==> src/design/rx_ctl_pkg.sv <==
// Package holding register offsets, field positions and reset values.
package rx_ctl_pkg;
	localparam logic [7:0] DUAL_RECEIVE_CONTROL_OFS = 8'h34;
	localparam logic [7:0] EQ_TEST_OFS     = 8'h35;
	localparam int LOCK_MODE_BIT  = 6;
	localparam int RAW_BC_BIT     = 5;
	localparam int MODE_HI_BIT    = 4;
	localparam int MODE_LO_BIT    = 3;
	localparam int SEL1_BIT       = 1;
	localparam int SEL0_BIT       = 0;
	localparam int RESTART_BIT    = 6;
	localparam int FLOOR_OVR_BIT  = 5;
	localparam int FLOOR_SET_BIT  = 4;
	localparam logic [7:0] CTL_RESET  = 8'h01;
	localparam logic [7:0] CTL_MASK   = 8'h7B;
	localparam logic [7:0] EQ_RESET   = 8'h00;
	localparam logic [7:0] EQ_MASK    = 8'h70;
	localparam logic [1:0] MODE_AUTO  = 2'h0;
	localparam logic [1:0] MODE_DUAL  = 2'h1;
	localparam logic [1:0] MODE_PRI   = 2'h2;
	localparam logic [1:0] MODE_SEC   = 2'h3;
endpackage

==> src/design/eq_port_if.sv <==
// Interface carrying one port's equalizer test register between modules.
`timescale 1ns/1ns
interface eq_port_if;
	logic       wr;
	logic [7:0] wdata;
	logic [7:0] rdata;
	modport ctl (output wr, output wdata, input rdata);
	modport bank (input wr, input wdata, output rdata);
endinterface // eq_port_if

==> src/design/dual_rx_port_control.sv <==
// Port select, lock policy, lane mode and equalizer control registers.
// Notes on behaviour
// Lock mode 0: lock shown only while link locked and video active.
// Lock mode 1: lock shown whenever linked to a serializer.
// Raw back channel bit passes local input zero straight through.
// Lane mode 00 auto, 01 two lanes, 10 primary, 11 secondary.
// Port1 select: writes update port1 copies and shared registers.
// Port0 select: writes update port0 copies; bit resets to one.
// Both selects set: reads return port1 contents.
// Host clears port1 select to read port0 contents.
// With port1 selected the equalizer register addresses port1.
// Restart is written one then zero; hardware never clears it.
// Restart resets adaptation on both ports at once.
// Floor start bit acts only while floor override is set.
// Override and floor start: adaptation starts from preset floor.
// Video disabled flag from serializer turns lock off in mode 0.
// Dual-link status is read only; host forces mode via lane field.
// Reserved bits read zero; writes to them have no effect.
////////////////////////////////////////////////////////////////////////
`timescale 1ns/1ns
module dual_rx_port_control (
	input  wire logic       clk,
	input  wire logic       rst,
	input  wire logic       reg_wr,
	input  wire logic       reg_rd,
	input  wire logic [7:0] reg_addr,
	input  wire logic [7:0] reg_wdata,
	output logic      [7:0] reg_rdata,
	input  wire logic       link_linked,
	input  wire logic       video_disabled,
	input  wire logic       local_gp_input_zero,
	output logic            rx_lock,
	output logic            raw_backchannel_data,
	output logic [1:0]      link_input_lane_mode,
	output logic            auto_lane_detect,
	output logic            forced_dual_lane,
	output logic            first_port_active,
	output logic            second_port_active,
	output logic            eq_restart,
	output logic            eq_floor_start_p0,
	output logic            eq_floor_start_p1
);
	typedef struct packed {
		logic [7:0] ctl;
		logic [7:0] rdata;
		logic [1:0] lnk_s1;
		logic [1:0] lnk_s2;
		logic [1:0] gp_s;
		logic       lock;
		logic       raw;
		logic [1:0] mode;
		logic       auto_m;
		logic       dual_m;
		logic       p0;
		logic       p1;
		logic       rst_eq;
		logic       fl0;
		logic       fl1;
	} st_t;
	st_t st_r;
	st_t st_nxt;

	eq_port_if eq0 ();
	eq_port_if eq1 ();

	eq_port_bank u_eq0 (.clk(clk), .rst(rst), .bus(eq0));
	eq_port_bank u_eq1 (.clk(clk), .rst(rst), .bus(eq1));

	function automatic logic floor_active(input logic [7:0] v);
		floor_active = v[rx_ctl_pkg::FLOOR_OVR_BIT]
			& v[rx_ctl_pkg::FLOOR_SET_BIT];
	endfunction

	logic sel1;
	logic sel0;
	assign sel1 = st_r.ctl[rx_ctl_pkg::SEL1_BIT];
	assign sel0 = st_r.ctl[rx_ctl_pkg::SEL0_BIT];

	// A write with both selects set lands in both copies.
	always_comb begin
		eq0.wr    = reg_wr && reg_addr == rx_ctl_pkg::EQ_TEST_OFS
			&& sel0;
		eq1.wr    = reg_wr && reg_addr == rx_ctl_pkg::EQ_TEST_OFS
			&& sel1;
		eq0.wdata = reg_wdata;
		eq1.wdata = reg_wdata;
	end

	////////////////////////////////////////////////////////////////////
	always_comb begin
		st_nxt = st_r;
		// Link status and the pin input cross in from outside.
		st_nxt.lnk_s1 = {video_disabled, link_linked};
		st_nxt.lnk_s2 = st_r.lnk_s1;
		st_nxt.gp_s   = {st_r.gp_s[0], local_gp_input_zero};
		if (reg_wr && reg_addr == rx_ctl_pkg::DUAL_RECEIVE_CONTROL_OFS) begin
			st_nxt.ctl = reg_wdata & rx_ctl_pkg::CTL_MASK;
		end
		st_nxt.rdata = 8'h00;
		if (reg_rd) begin
			case (reg_addr)
				rx_ctl_pkg::DUAL_RECEIVE_CONTROL_OFS: st_nxt.rdata = st_r.ctl;
				rx_ctl_pkg::EQ_TEST_OFS: begin
					st_nxt.rdata = sel1 ? eq1.rdata : eq0.rdata;
				end
				default: st_nxt.rdata = 8'h00;
			endcase
		end
		if (st_r.ctl[rx_ctl_pkg::LOCK_MODE_BIT]) begin
			st_nxt.lock = st_r.lnk_s2[0];
		end else begin
			st_nxt.lock = st_r.lnk_s2[0] && !st_r.lnk_s2[1];
		end
		// Raw mode bypasses filtering; only the synchroniser remains.
		st_nxt.raw = st_r.ctl[rx_ctl_pkg::RAW_BC_BIT]
			& st_r.gp_s[1];
		st_nxt.mode = st_r.ctl[rx_ctl_pkg::MODE_HI_BIT:
			rx_ctl_pkg::MODE_LO_BIT];
		st_nxt.auto_m = st_nxt.mode == rx_ctl_pkg::MODE_AUTO;
		st_nxt.dual_m = st_nxt.mode == rx_ctl_pkg::MODE_DUAL;
		st_nxt.p0 = st_nxt.mode == rx_ctl_pkg::MODE_PRI
			|| st_nxt.mode != rx_ctl_pkg::MODE_SEC;
		st_nxt.p1 = st_nxt.mode != rx_ctl_pkg::MODE_PRI;
		// Restart is level held; both ports see it whichever is selected.
		st_nxt.rst_eq = eq0.rdata[rx_ctl_pkg::RESTART_BIT]
			| eq1.rdata[rx_ctl_pkg::RESTART_BIT];
		st_nxt.fl0 = floor_active(eq0.rdata);
		st_nxt.fl1 = floor_active(eq1.rdata);
	end

	always_ff @(posedge clk or posedge rst) begin
		if (rst) begin
			st_r <= '0;
			st_r.ctl <= rx_ctl_pkg::CTL_RESET;
		end else begin
			st_r <= st_nxt;
		end
	end

	assign reg_rdata            = st_r.rdata;
	assign rx_lock              = st_r.lock;
	assign raw_backchannel_data = st_r.raw;
	assign link_input_lane_mode = st_r.mode;
	assign auto_lane_detect     = st_r.auto_m;
	assign forced_dual_lane     = st_r.dual_m;
	assign first_port_active    = st_r.p0;
	assign second_port_active   = st_r.p1;
	assign eq_restart           = st_r.rst_eq;
	assign eq_floor_start_p0    = st_r.fl0;
	assign eq_floor_start_p1    = st_r.fl1;

	////////////////////////////////////////////////////////////////////
	chk_lock_video: assert property (
		@(posedge clk) disable iff (rst)
		(!st_r.ctl[6] && st_r.lnk_s2 == 2'h3) |=> !rx_lock)
		else $error("lock shown with video disabled");
	chk_lock_linked: assert property (
		@(posedge clk) disable iff (rst)
		(st_r.ctl[6] && st_r.lnk_s2[0]) |=> rx_lock)
		else $error("lock missing while linked");
	chk_raw_pass: assert property (
		@(posedge clk) disable iff (rst)
		!st_r.ctl[5] |=> !raw_backchannel_data)
		else $error("raw data passed while disabled");
	chk_raw_follow: assert property (
		@(posedge clk) disable iff (rst)
		st_r.ctl[5] |=> raw_backchannel_data == $past(st_r.gp_s[1]))
		else $error("raw data not following the pin");
	chk_mode_follow: assert property (
		@(posedge clk) disable iff (rst)
		(reg_wr && reg_addr == 8'h34) |-> ##2
		link_input_lane_mode == $past(reg_wdata[4:3], 2))
		else $error("lane mode not following write");
	chk_sel1_write: assert property (
		@(posedge clk) disable iff (rst)
		(sel1 && reg_wr && reg_addr == 8'h35) |=>
		eq1.rdata == ($past(reg_wdata) & 8'h70))
		else $error("port1 copy not written");
	chk_sel0_write: assert property (
		@(posedge clk) disable iff (rst)
		(sel0 && reg_wr && reg_addr == 8'h35) |=>
		eq0.rdata == ($past(reg_wdata) & 8'h70))
		else $error("port0 copy not written");
	chk_port0_read: assert property (
		@(posedge clk) disable iff (rst)
		(!sel1 && reg_rd && reg_addr == 8'h35 && !eq0.wr) |=>
		reg_rdata == eq0.rdata)
		else $error("port0 contents not returned");
	chk_both_read: assert property (
		@(posedge clk) disable iff (rst)
		(sel1 && reg_rd && reg_addr == 8'h35 && !eq1.wr) |=>
		reg_rdata == eq1.rdata)
		else $error("port1 contents not returned");
	chk_port1_only: assert property (
		@(posedge clk) disable iff (rst)
		(sel1 && !sel0 && reg_wr && reg_addr == 8'h35) |=>
		eq0.rdata == $past(eq0.rdata))
		else $error("port0 copy written while port1 selected");
	chk_restart_hold0: assert property (
		@(posedge clk) disable iff (rst)
		(eq0.rdata[6] && !eq0.wr) |=> eq0.rdata[6])
		else $error("port0 restart cleared by hardware");
	chk_restart_hold1: assert property (
		@(posedge clk) disable iff (rst)
		(eq1.rdata[6] && !eq1.wr) |=> eq1.rdata[6])
		else $error("port1 restart cleared by hardware");
	chk_restart_both: assert property (
		@(posedge clk) disable iff (rst)
		(eq0.rdata[6] || eq1.rdata[6]) |=> eq_restart)
		else $error("restart not applied");
	chk_floor_gate: assert property (
		@(posedge clk) disable iff (rst)
		!eq0.rdata[5] |=> !eq_floor_start_p0)
		else $error("floor used without override");
	chk_floor_gate1: assert property (
		@(posedge clk) disable iff (rst)
		!eq1.rdata[5] |=> !eq_floor_start_p1)
		else $error("port1 floor used without override");
	chk_floor_start0: assert property (
		@(posedge clk) disable iff (rst)
		(eq0.rdata[5] && eq0.rdata[4]) |=> eq_floor_start_p0)
		else $error("port0 floor start missing");
	chk_floor_start1: assert property (
		@(posedge clk) disable iff (rst)
		(eq1.rdata[5] && eq1.rdata[4]) |=> eq_floor_start_p1)
		else $error("port1 floor start missing");
	chk_unmapped_zero: assert property (
		@(posedge clk) disable iff (rst)
		(reg_rd && reg_addr != 8'h34 && reg_addr != 8'h35) |=>
		reg_rdata == 8'h00)
		else $error("unmapped read not zero");
endmodule // dual_rx_port_control

==> src/design/eq_port_bank.sv <==
// Per-port equalizer test register copy.
`timescale 1ns/1ns
module eq_port_bank (
	input  wire logic clk,
	input  wire logic rst,
	eq_port_if.bank   bus
);
	typedef struct packed {
		logic [7:0] reg_v;
	} st_t;
	st_t st_r;
	st_t st_nxt;

	always_comb begin
		st_nxt = st_r;
		if (bus.wr) begin
			// Reserved bits are never stored, so they read back as zero.
			st_nxt.reg_v = bus.wdata & rx_ctl_pkg::EQ_MASK;
		end
	end

	always_ff @(posedge clk or posedge rst) begin
		if (rst) begin
			st_r <= '{reg_v: rx_ctl_pkg::EQ_RESET};
		end else begin
			st_r <= st_nxt;
		end
	end

	assign bus.rdata = st_r.reg_v;
endmodule // eq_port_bank

==> config.mk <==
export PLATFORM = sky130hd
export DESIGN_NAME = dual_rx_port_control
export DESIGN_NICKNAME = d
export VERILOG_FILES = /design/src/design/rx_ctl_pkg.sv /design/src/design/eq_port_if.sv /design/src/design/dual_rx_port_control.sv /design/src/design/eq_port_bank.sv
export SDC_FILE = /design/constraint.sdc
export NUM_CORES = 1
export LEC_CHECK = 0
export ABC_AREA = 0
export BUFFER_PORTS_ARGS = -buffer_cell sky130_fd_sc_hd__buf_2
export CORE_UTILIZATION = 30
export CTS_CLUSTER_SIZE = 28
export DETAILED_ROUTE_END_ITERATION = 6
export MAX_ROUTING_LAYER = met4
export PLACE_DENSITY = 0.57
export SLEW_MARGIN = 20
export SYNTH_ARGS = -nofsm -noshare
export SYNTH_HDL_FRONTEND = slang
export SYNTH_SLANG_ARGS = --single-unit
==> constraint.sdc <==
create_clock -name clk -period 1.85 [get_ports clk]
set_clock_uncertainty 0.2 [all_clocks]
set_input_delay 0.0925 -clock clk [delete_from_list [all_inputs] [get_ports clk]]
set_output_delay 0.0925 -clock clk [all_outputs]
set_load 0.05 [all_outputs]
# [Word level (Yosys, flattened, before mapping)]
# Index checks and enable logic that the tools add are counted.
[word_totals] register_bits=37 in_bits=23 output_inout_bits=19 word_cells=39
[classes] eq_ne=6 muxes=4 bitwise=4 n_reduce_logical=8
[op_table] operator="$eq 8x6->1 const B" count=2
[op_table] operator="$mux 7" count=2
[op_table] operator="$pmux 7 s2" count=1
[op_table] operator="$logic_and 1x1->1" count=5
[op_table] operator="$ne 2x2->1 const B" count=2
[op_table] operator="$and 1x1->1" count=3
[op_table] operator="$eq 2x1->1 const B" count=1
[op_table] operator="$eq 2x2->1 const B" count=1
[op_table] operator="$logic_not 2->1" count=1
[op_table] operator="$logic_not 1->1" count=1
[op_table] operator="$logic_or 1x1->1" count=1
[op_table] operator="$mux 1" count=1
[op_table] operator="$or 1x1->1" count=1

# [Depth between registers and ports, before layout]
# Gate-level depths: netlist (run 1).
[depth] word_depth=3 ltp_mapped=4 mapped_depth_nobuf=3

# [By module]
# A second synthesis (run 1) with hierarchy kept.
[hier_totals] cells_unflattened=119 hier_area_um2=1555.2
[modules_own_cells] module="dual_rx_port_control" n_inst=1 cells_per_inst=93 area_per_inst_um2=1247.4 seq_area_each_um2=777.0
[modules_own_cells] module="eq_port_bank" n_inst=2 cells_per_inst=13 area_per_inst_um2=153.9 seq_area_each_um2=75.1

# [Least setup slack after synthesis (run 1)]
# Ideal clock, no wire load.
[synth_path] path_type="reg-to-reg" from="reg st_r, in the netlist sel0" to="reg u_eq0.st_r, in the netlist u_eq0.bus.rdata[4]" setup_ns=0.125 t_arrival_ns=1.084 required_ns=1.525 path_slack_ns=0.441 path_stages_with_launch=4 path_buffers=0 synth_period_minus_slack_ns=1.409 path_cell_list="dfstp_2 > nand2_1 > nor3_2 > mux2_2"
[synth_between] elab_chain_cells=1
[synth_rtl] item="start: declaration" line_no="dual_rx_port_control.sv:60" text="st_t st_r;"
[synth_rtl] item="start signal: assignment" line_no="dual_rx_port_control.sv:136" text="st_r <= st_nxt;"
[synth_rtl] item="$logic_and 1x1->1" line_no="dual_rx_port_control.sv:82" text="&& sel0;"
[synth_rtl] item="end signal: assignment" line_no="eq_port_bank.sv:24" text="st_r <= '{reg_v: rx_ctl_pkg::EQ_RESET};"
[synth_rtl] item="end signal: assignment" line_no="eq_port_bank.sv:26" text="st_r <= st_nxt;"
[synth_rtl] item="end: declaration" line_no="eq_port_bank.sv:11" text="st_t st_r;"
# Every way passes these cells.
# A chain may end at the register's enable or synchronous reset.

# [Worst setup path in the final report (run 1)]
[layout_path] from="in reg_addr[0]" to="reg u_eq0.st_r, in the netlist u_eq0.bus.rdata[6]"
[layout_between] elab_chain_cells=3
[layout_rtl] item="start: declaration" line_no="dual_rx_port_control.sv:26" text="input wire logic [7:0] reg_addr,"
[layout_rtl] item="$eq 8x6->1" line_no="dual_rx_port_control.sv:81" text="eq0.wr = reg_wr && reg_addr == rx_ctl_pkg::EQ_TEST_OFS"
[layout_rtl] item="$logic_and 1x1->1" line_no="dual_rx_port_control.sv:81"
[layout_rtl] item="$logic_and 1x1->1" line_no="dual_rx_port_control.sv:82"
# Every way passes these cells.

==> flow_metrics.env, run 1 <==
export IMPL_critPathMaxFanout=12
export IMPL_post_place_ws_ps=217
export IMPL_drt_wl_total_mm=2.18
export IMPL_yosysWarningCount=0
export IMPL_num_vias=802
export IMPL_vias_per_cell=4.24
export IMPL_hold_ws_ps=68.9
export IMPL_cts_tree="done"
export IMPL_hold_viol=0
export IMPL_peakVddDrop_uv=510
export IMPL_yosysUniqueCellTypes=23
export IMPL_worstPathArrival_ps=1630
export IMPL_cap_violations=0
export IMPL_period_share_pct=90.3
export IMPL_antenna_found_initial=0
export IMPL_cts_root_buf="clkbuf_8"
export IMPL_die_height_um=69.1
export IMPL_drtPass1Iterations=2
export IMPL_antenna_left=0
export IMPL_hold_path_depth=4
export IMPL_clock_path_buffers=2
export IMPL_utilization_pct=39.8
export IMPL_ff2ff_setup_slack_ps=290
export IMPL_rsz0062_at_grt="false"
export IMPL_power_leakage_nw=0.851
export IMPL_drcViolationCount=0
export IMPL_routedWlPerCell_um=11.5
export IMPL_clk_latency_ps=280
export IMPL_powerDensity_mw_per_mm2=851
export IMPL_clk_pin_slew_ps=60
export IMPL_fin_area_mm2=0.00172
export IMPL_drtIter0Drc=15
export IMPL_synth_cells=92
export IMPL_htreeDepth=2
export IMPL_slowest_delay_ps=520
export IMPL_wl_met2_mm=1.17
export IMPL_cp_end_kind="flip-flop"
export IMPL_grt_pass1_vias=866
export IMPL_cp_slowest_cell="dlygate4sd3_1"
export IMPL_track_usage_pct=10.4
export IMPL_final_max_slew_viol_count=0
export IMPL_dp_final_hpwl_mm=1.54
export IMPL_io_pins=42
export IMPL_fp_row_count=24
export IMPL_gp_congestion=0.711
export IMPL_wl_met1_um=873
export IMPL_worst_path_stages=5
export IMPL_setup_viol=0
export IMPL_startpoint_type="primary input"
export IMPL_worst_setup_path_type="in2reg"
export IMPL_final_nets=160
export IMPL_seq_area_frac_synth_pct=65.0
export IMPL_crit_family="buffers and inverters"
export IMPL_cts_made_buffers=5
export IMPL_crit_buf_inv=2
export IMPL_ys_ff_latch=35
export IMPL_fillers=423
export IMPL_die_x_um=69.1
export IMPL_placeableCoreArea_mm2=0.00432
export IMPL_start_util_pct=31.2
export IMPL_setup_ws_ps=180
export IMPL_grt_pass1_wl_mm=3.80
export IMPL_cts_sinks=35
export IMPL_syn2layout_area_growth_pct=27.6
export IMPL_syn_area_mm2=0.00135
export IMPL_status="completed"
export IMPL_fin_crit_ps=1670
export IMPL_hold_path_class="in2reg"
export IMPL_dieArea_mm2=0.00477
export IMPL_fmax_ghz=0.599
export IMPL_diodes=0
export IMPL_grt_max_degree=36
export IMPL_final_layout_size_suffix_gt1_share_pct=43.8
export IMPL_reg2reg_depth=3
export IMPL_dr_wl_met3_um=114
export IMPL_dpl_cell_area_mm2=0.00152
export IMPL_worstPathRequired_ps=1810
export IMPL_crit_chain="dlygate4sd3_1, buf_2, nand2_1, nor3_2, mux2_2"
export IMPL_highest_layer="met4"
export IMPL_tns_ps=0
export IMPL_io_buffers=37
export IMPL_synth_avg_cell_area_um2=14.7
export IMPL_gr_total_overflow=0
## repair_timing
action	in CTS	in global routing
resized for setup	0	0
endpoints found under the hold margin	54	0
buffers inserted	0	0
hold buffers	11	0
## metal layers
metal,track usage [%],vias up
li1,-,387
met1,10.5,387
met2,18.2,23
met3,3.80,5
met4,4.31,0
met5,-,-
## report_power, final
part | total (mW) | switching (mW) | internal, mW
Clock | 0.537 | 0.245 | 0.292
Sequential | 0.798 | 0.0111 | 0.787
Combinational | 0.129 | 0.0773 | 0.0516
Total | 1.46 | 0.334 | 1.13
## registers in the layout, indices dropped and copies added, names as in the netlist, 2 cells and up
signal and count:
st_nxt 5, reg_rdata 6, u_eq1.bus.rdata 3, link_input_lane_mode 2, u_eq0.bus.rdata 3, st_r 5
## placed cells by master (no fill, tap or decap)
cell type	count
or2_2	1
dfrtp_1	34
nand4bb_4	1
nand2_1	3
nor2b_1	1
mux2i_1	3
nand2b_1	2
nor2_1	4
and2_1	3
clkinv_2	1
a21boi_0	1
inv_1	2
dlygate4sd3_1	11
nor3_2	2
dfstp_2	1
clkbuf_8	6
nor4bb_1	1
mux2_1	3
nor3b_1	3
conb_1	2
buf_4	1
nand4bb_1	1
buf_2	37
a211oi_1	3
mux2_2	9
nor3_4	1
## synth_stat cells
| master | n | area, um^2 |
|---|---|---|
| conb_1 | 1 | 3.75 |
| nor3_2 | 2 | 20.0 |
| nor2_1 | 4 | 15.0 |
| dfrtp_1 | 34 | 851 |
| dfstp_2 | 1 | 26.3 |
| nand2_1 | 3 | 11.3 |
| a21boi_0 | 1 | 7.51 |
| nor3_4 | 1 | 16.3 |
| mux2_1 | 3 | 33.8 |
| or2_2 | 1 | 6.26 |
| and2_1 | 3 | 18.8 |
| inv_1 | 2 | 7.51 |
| nor3b_1 | 3 | 22.5 |
| mux2i_1 | 3 | 30.0 |
| buf_2 | 1 | 5.00 |
| nor2b_1 | 1 | 6.26 |
| a211oi_1 | 3 | 22.5 |
| nand4bb_4 | 1 | 27.5 |
| nand4bb_1 | 1 | 11.3 |
| nand2b_1 | 2 | 12.5 |
| mux2_2 | 9 | 101 |
| buf_4 | 11 | 82.6 |
| nor4bb_1 | 1 | 10.0 |
## per-stage QoR
| stage | std cells | total power [mW] |
|---|---|---|
| after floorplan | 93 | 0.890 |
| after global placement | 171 | 0.923 |
| final | 189 | 1.46 |
| after detailed placement | 171 | 0.926 |
| after CTS | 189 | 1.49 |
| after global routing | 189 | 1.53 |
## tightest hold or removal path: stages
cell and delay (ps):
buf_2 80, nor4bb_1 40, nand2b_1 210, a211oi_1 70
## final cells by class
cell class	instances	area [um^2]	area share, %
Clock inverter	1	5.00	0.291
Inverter	2	7.51	0.436
Tap cell	52	65.1	3.78
Multi-Input combinational cell	44	380	22.1
Sequential cell	35	877	51.0
Timing Repair Buffer	49	303	17.6
Clock buffer	6	82.6	4.80
## logic make-up (layout without fill, tap and decap cells)
group	after synthesis	after routing	synth area share [%]
flops	35	35	65.0
simple gates	23	23	13.2
mux	15	15	12.2
buf+inv	14	58	7.05
compound gates	4	4	2.23
other cells	1	2	0.278
## final timing paths
kind                                      end        start
setup / recovery           u_eq0.bus.rdata[6]  reg_addr[0]
hold / removal                   reg_rdata[4]  reg_addr[1]
setup reg to reg           u_eq0.bus.rdata[6]         sel0
hold reg to reg                      st_r[14]   st_nxt[14]
max in group asynchronous                sel0          rst
min in group asynchronous        reg_rdata[1]          rst
Power figures use the tool's default switching activity.
==> run 2: changes to the inputs <==
Settings changed: PLACE_DENSITY 0.57 to default.
==> run 2 against run 1 <==
Net effect: highest routed layer unchanged; critical endpoint unchanged; hold slack worse by 23 ps; setup slack better by 29 ps; sequential share of layout area up 0.074 points; cell count grew 0.53%; non-clock buffer count is the same; global-route usage rose by 0.90 points; core utilization shrank 0.058 points; wire length increased by 1.5%; die area did not move.
==> flow_metrics.env, run 2 (synthesis results as in run 1) <==
export IMPL_worst_setup_path_type="in2reg"
export IMPL_cts_setup_buffers=0
export IMPL_r2r_start="sel0"
export IMPL_status="completed"
export IMPL_seq_power_share_pct=55.1
export IMPL_final_max_slew_viol_count=0
export IMPL_tns_ps=0
export IMPL_cts_tree="done"
export IMPL_final_cells=190
export IMPL_antenna_found_initial=0
export IMPL_die_height_um=69.1
export IMPL_post_cts_resized=0
export IMPL_p_int_mw=1.10
export IMPL_hold_path_class="in2reg"
export IMPL_min_from="reg_addr[1]"
export IMPL_p_total_mw=1.45
export IMPL_cts_made_buffers=5
export IMPL_critPathLaunch="reg_addr[0]"
export IMPL_dpl_cell_area_mm2=0.00152
export IMPL_critPathMaxFanout=12
export IMPL_power_switching_mw=0.348
export IMPL_io_buffers=37
export IMPL_grt_busiest_layer="met2"
export IMPL_p_clk_share_pct=36.0
export IMPL_track_usage_pct=11.3
export IMPL_grt_max_degree=36
export IMPL_grt_pass1_wl_mm=4.01
export IMPL_diodes=0
export IMPL_cp_end_kind="flip-flop"
export IMPL_fin_crit_ps=1640
export IMPL_power_frac_comb_pct=8.9
export IMPL_start_util_pct=31.2
export IMPL_utilization_pct=39.7
export IMPL_final_nets=160
export IMPL_holdBufCountCts=11
export IMPL_placeableCoreArea_mm2=0.00432
export IMPL_grtUsageMet2_pct=17.5
export IMPL_num_vias=796
export IMPL_cap_violations=0
export IMPL_fmax_ghz=0.610
export IMPL_final_cell_mix="buf_2 (37), dfrtp_1 (34), dlygate4sd3_1 (11), mux2_2 (9), clkbuf_8 (5)"
export IMPL_grt_pass1_vias=885
export IMPL_startpoint_type="primary input"
export IMPL_largest_reg_flops=6
export IMPL_hold_viol=0
export IMPL_dp_final_hpwl_mm=1.57
export IMPL_power_leakage_nw=0.845
export IMPL_drtPass1Iterations=4
export IMPL_setup_viol=0
export IMPL_fin_area_mm2=0.00172
export IMPL_grt_use_met3_pct=4.39
export IMPL_cts_root_buf="clkbuf_8"
export IMPL_io_pins=42
export IMPL_powerDensity_mw_per_mm2=843
export IMPL_antenna_left=0
export IMPL_fp_row_count=24
export IMPL_syn2layout_area_growth_pct=27.4
export IMPL_routedWlPerCell_um=11.6
export IMPL_rsz0062_at_grt="false"
export IMPL_clk_latency_ps=290
export IMPL_cts_sinks=35
export IMPL_clock_path_buffers=2
export IMPL_peakVddDrop_uv=476
export IMPL_htreeDepth=2
export IMPL_dieArea_mm2=0.00477
export IMPL_drt_wl_total_mm=2.21
export IMPL_dpl_cell_count=171
export IMPL_drtIter0Drc=34
export IMPL_clk_pin_slew_ps=70
export IMPL_die_x_um=69.1
export IMPL_drcViolationCount=0
export IMPL_vias_per_cell=4.19
export IMPL_period_share_pct=88.7
export IMPL_met1_usage_pct=12.4
export IMPL_layout_commonest_cell="buf_2"
export IMPL_worstPathRequired_ps=1820
export IMPL_final_layout_size_suffix_gt1_share_pct=43.5
export IMPL_swShare_pct=24.0
export IMPL_gr_total_overflow=0
export IMPL_worstPathArrival_ps=1610
export IMPL_gp_congestion=0.759
[run 2: cell types whose count changed in the layout (fill, tap and decap cells not counted), sizes merged]
cell,change
clkinvlp,+1
[run 2: layer usage]
layer / vias up / routed length [um]
met4: 0 / 53
met5: - / 0
met2: 24 / 1080
met3: 6 / 139
met1: 379 / 936
li1: 387 / -
[run 2: layout make-up]
cell class / count / area, um^2
Clock inverter: 2 / 12.5
Timing Repair Buffer: 49 / 303
Sequential cell: 35 / 877
Tap cell: 52 / 65.1
Inverter: 2 / 7.51
Clock buffer: 6 / 72.6
Fill cell: 428 / 2610
Multi-Input combinational cell: 44 / 380
[run 2: power by group through the flow]
stage          clock [mW]  sequential [mW]  combinational (mW)
3_5_place_dp            0            0.813               0.114
6_report            0.522            0.798               0.129
2_1_floorplan           0            0.830              0.0607
3_3_place_gp            0            0.812               0.111
5_1_grt             0.585            0.801               0.141
4_1_cts             0.542            0.798               0.131
[run 2: stage by stage]
stage	hold WS, ps	setup slack (ps)
3_5_place_dp	1.82	253
6_report	46.3	210
4_1_cts	44.4	216
2_1_floorplan	-76.1	441
5_1_grt	52.6	162
3_3_place_gp	0.644	276
[run 2: critical path, stage by stage]
cell	delay, ps
dlygate4sd3_1	520
buf_2	250
nand2_1	100
nor3_2	260
mux2_2	370
[run 2: final timing paths]
kind / endpoint / slack [ps] / cells after the start
worst min-delay path: reg_rdata[3] / 50 / 4
worst max-delay path: u_eq0.bus.rdata[6] / 210 / 5
min in group asynchronous: eq_floor_start_p1 / 240 / 4
worst max register to register: u_eq0.bus.rdata[6] / 310 / 3
worst min register to register: st_r[12] / 150 / 0
max in group asynchronous: sel0 / 870 / 4
==> run 3: changes to the inputs <==
Settings changed: MAX_ROUTING_LAYER met4 to default.
==> run 3 against run 2 <==
Net effect: fmax up 0.53%; sequential share of layout area is the same; setup slack better by 8.6 ps; flip-flop and latch count did not move; clock-buffer cell count stayed put; core utilization stayed put.
==> flow_metrics.env, run 3 (synthesis results as in run 1) <==
export IMPL_gr_total_overflow=0
export IMPL_crit_chain="dlygate4sd3_1, buf_2, nand2_1, nor3_2, mux2_2"
export IMPL_cts_tree="done"
export IMPL_io_pins=42
export IMPL_p_clk_share_pct=36.1
export IMPL_fmax_ghz=0.613
export IMPL_dieArea_mm2=0.00477
export IMPL_num_vias=797
export IMPL_fillers=428
export IMPL_drtPass1Iterations=4
export IMPL_cp_slowest_cell="dlygate4sd3_1"
export IMPL_cts_setup_buffers=0
export IMPL_worstPathArrival_ps=1600
export IMPL_utilization_pct=39.7
export IMPL_dp_final_hpwl_mm=1.57
export IMPL_htreeDepth=2
export IMPL_critPathMaxFanout=12
export IMPL_swShare_pct=24.1
export IMPL_cts_sinks=35
export IMPL_layout_commonest_cell="buf_2"
export IMPL_antenna_found_initial=0
export IMPL_power_frac_comb_pct=8.9
export IMPL_fin_crit_ps=1630
export IMPL_powerDensity_mw_per_mm2=845
export IMPL_largest_reg_flops=6
export IMPL_fin_area_mm2=0.00172
export IMPL_hold_ws_ps=42.0
export IMPL_drtIter0Drc=39
export IMPL_rsz0062_at_grt="false"
export IMPL_setup_viol=0
export IMPL_drcViolationCount=0
export IMPL_antenna_left=0
export IMPL_clk_pin_slew_ps=70
export IMPL_final_max_slew_viol_count=0
export IMPL_r2r_start="sel0"
export IMPL_min_from="reg_addr[1]"
export IMPL_die_height_um=69.1
export IMPL_critPathLaunch="reg_addr[0]"
export IMPL_vias_per_cell=4.19
export IMPL_placeableCoreArea_mm2=0.00432
export IMPL_p_int_mw=1.10
export IMPL_drt_wl_total_mm=2.22
export IMPL_worst_setup_path_type="in2reg"
export IMPL_power_leakage_nw=0.845
export IMPL_status="completed"
export IMPL_grt_pass1_wl_mm=4.02
export IMPL_cts_made_buffers=5
export IMPL_startpoint_type="primary input"
export IMPL_dpl_cell_area_mm2=0.00152
export IMPL_syn2layout_area_growth_pct=27.4
export IMPL_die_x_um=69.1
export IMPL_track_usage_pct=11.1
export IMPL_crit_family="buffers and inverters"
export IMPL_tns_ps=0
export IMPL_grt_max_degree=36
export IMPL_crit_buf_inv=2
export IMPL_start_util_pct=31.2
export IMPL_clk_latency_ps=290
export IMPL_cp_end_kind="flip-flop"
export IMPL_grt_pass1_vias=881
export IMPL_final_nets=160
export IMPL_worstPathRequired_ps=1820
export IMPL_final_cell_mix="buf_2 (37), dfrtp_1 (34), dlygate4sd3_1 (11), mux2_2 (9), clkbuf_8 (5)"
export IMPL_gp_congestion=0.749
export IMPL_routedWlPerCell_um=11.7
export IMPL_cap_violations=0
export IMPL_fp_row_count=24
export IMPL_hold_path_class="in2reg"
export IMPL_slowest_delay_ps=520
export IMPL_period_share_pct=88.2
export IMPL_peakVddDrop_uv=476
export IMPL_final_layout_size_suffix_gt1_share_pct=43.5
export IMPL_io_buffers=37
export IMPL_seq_power_share_pct=55.0
export IMPL_power_switching_mw=0.350
export IMPL_diodes=0
export IMPL_hold_viol=0
export IMPL_post_cts_resized=0
export IMPL_clock_path_buffers=2
export IMPL_cts_root_buf="clkbuf_8"
[run 3: cell counts in the layout (fill, tap and decap cells not counted)]
No cell type changed its count.
[run 3: layout make-up]
| class | instances | area (um^2) | share of cell area [%] |
|---|---|---|---|
| inverters | 2 | 7.51 | 0.437 |
| multi-input cells | 44 | 380 | 22.1 |
| clock buffers | 6 | 72.6 | 4.22 |
| well taps | 52 | 65.1 | 3.79 |
| flip-flops and latches | 35 | 877 | 51.1 |
| clock inverters | 2 | 12.5 | 0.728 |
| repair buffers | 49 | 303 | 17.6 |
[run 3: repair_timing]
item,4_1_cts,5_1_grt
endpoints found under the hold margin,54,0
hold buffers,11,0
setup endpoints to repair,0,0
[run 3: power by group through the flow]
| stage | clock, mW | sequential (mW) | combinational [mW] |
|---|---|---|---|
| after global routing | 0.587 | 0.801 | 0.141 |
| after CTS | 0.542 | 0.798 | 0.131 |
| after global placement | 0 | 0.812 | 0.111 |
| final | 0.524 | 0.798 | 0.129 |
| after floorplan | 0 | 0.830 | 0.0607 |
| after detailed placement | 0 | 0.813 | 0.114 |
[run 3: through the flow]
step                      instances  power (mW)  worst slack (ps)
final                           190        1.45               218
after global routing            190        1.53               165
after CTS                       190        1.47               216
after detailed placement        171       0.927               253
after global placement          171       0.923               276
after floorplan                  93       0.890               441
[run 3: final timing paths]
path / to / cells past startpoint / slack [ps]
worst min-delay path: reg_rdata[3] / 4 / 40
min in group asynchronous: eq_floor_start_p1 / 4 / 230
worst max register to register: u_eq0.bus.rdata[6] / 3 / 310
max in group asynchronous: sel0 / 4 / 880
worst min register to register: st_r[12] / 0 / 150
worst max-delay path: u_eq1.bus.rdata[6] / 5 / 220
[run 3: worst register-to-register path: cells and delay by family, from the launching register on]
kind	cells	cell delay (ps)
flip-flops	1	530
multiplexers	1	370
AND/OR/NAND/NOR	2	320
[run 3: layer usage]
| metal | wire [um] | up-vias | global-route usage [%] |
|---|---|---|---|
| met5 | 0 | - | 0 |
| met1 | 942 | 379 | 12.4 |
| met3 | 149 | 8 | 4.82 |
| met2 | 1070 | 24 | 17.5 |
| met4 | 61 | 0 | 6.80 |
| li1 | - | 386 | - |
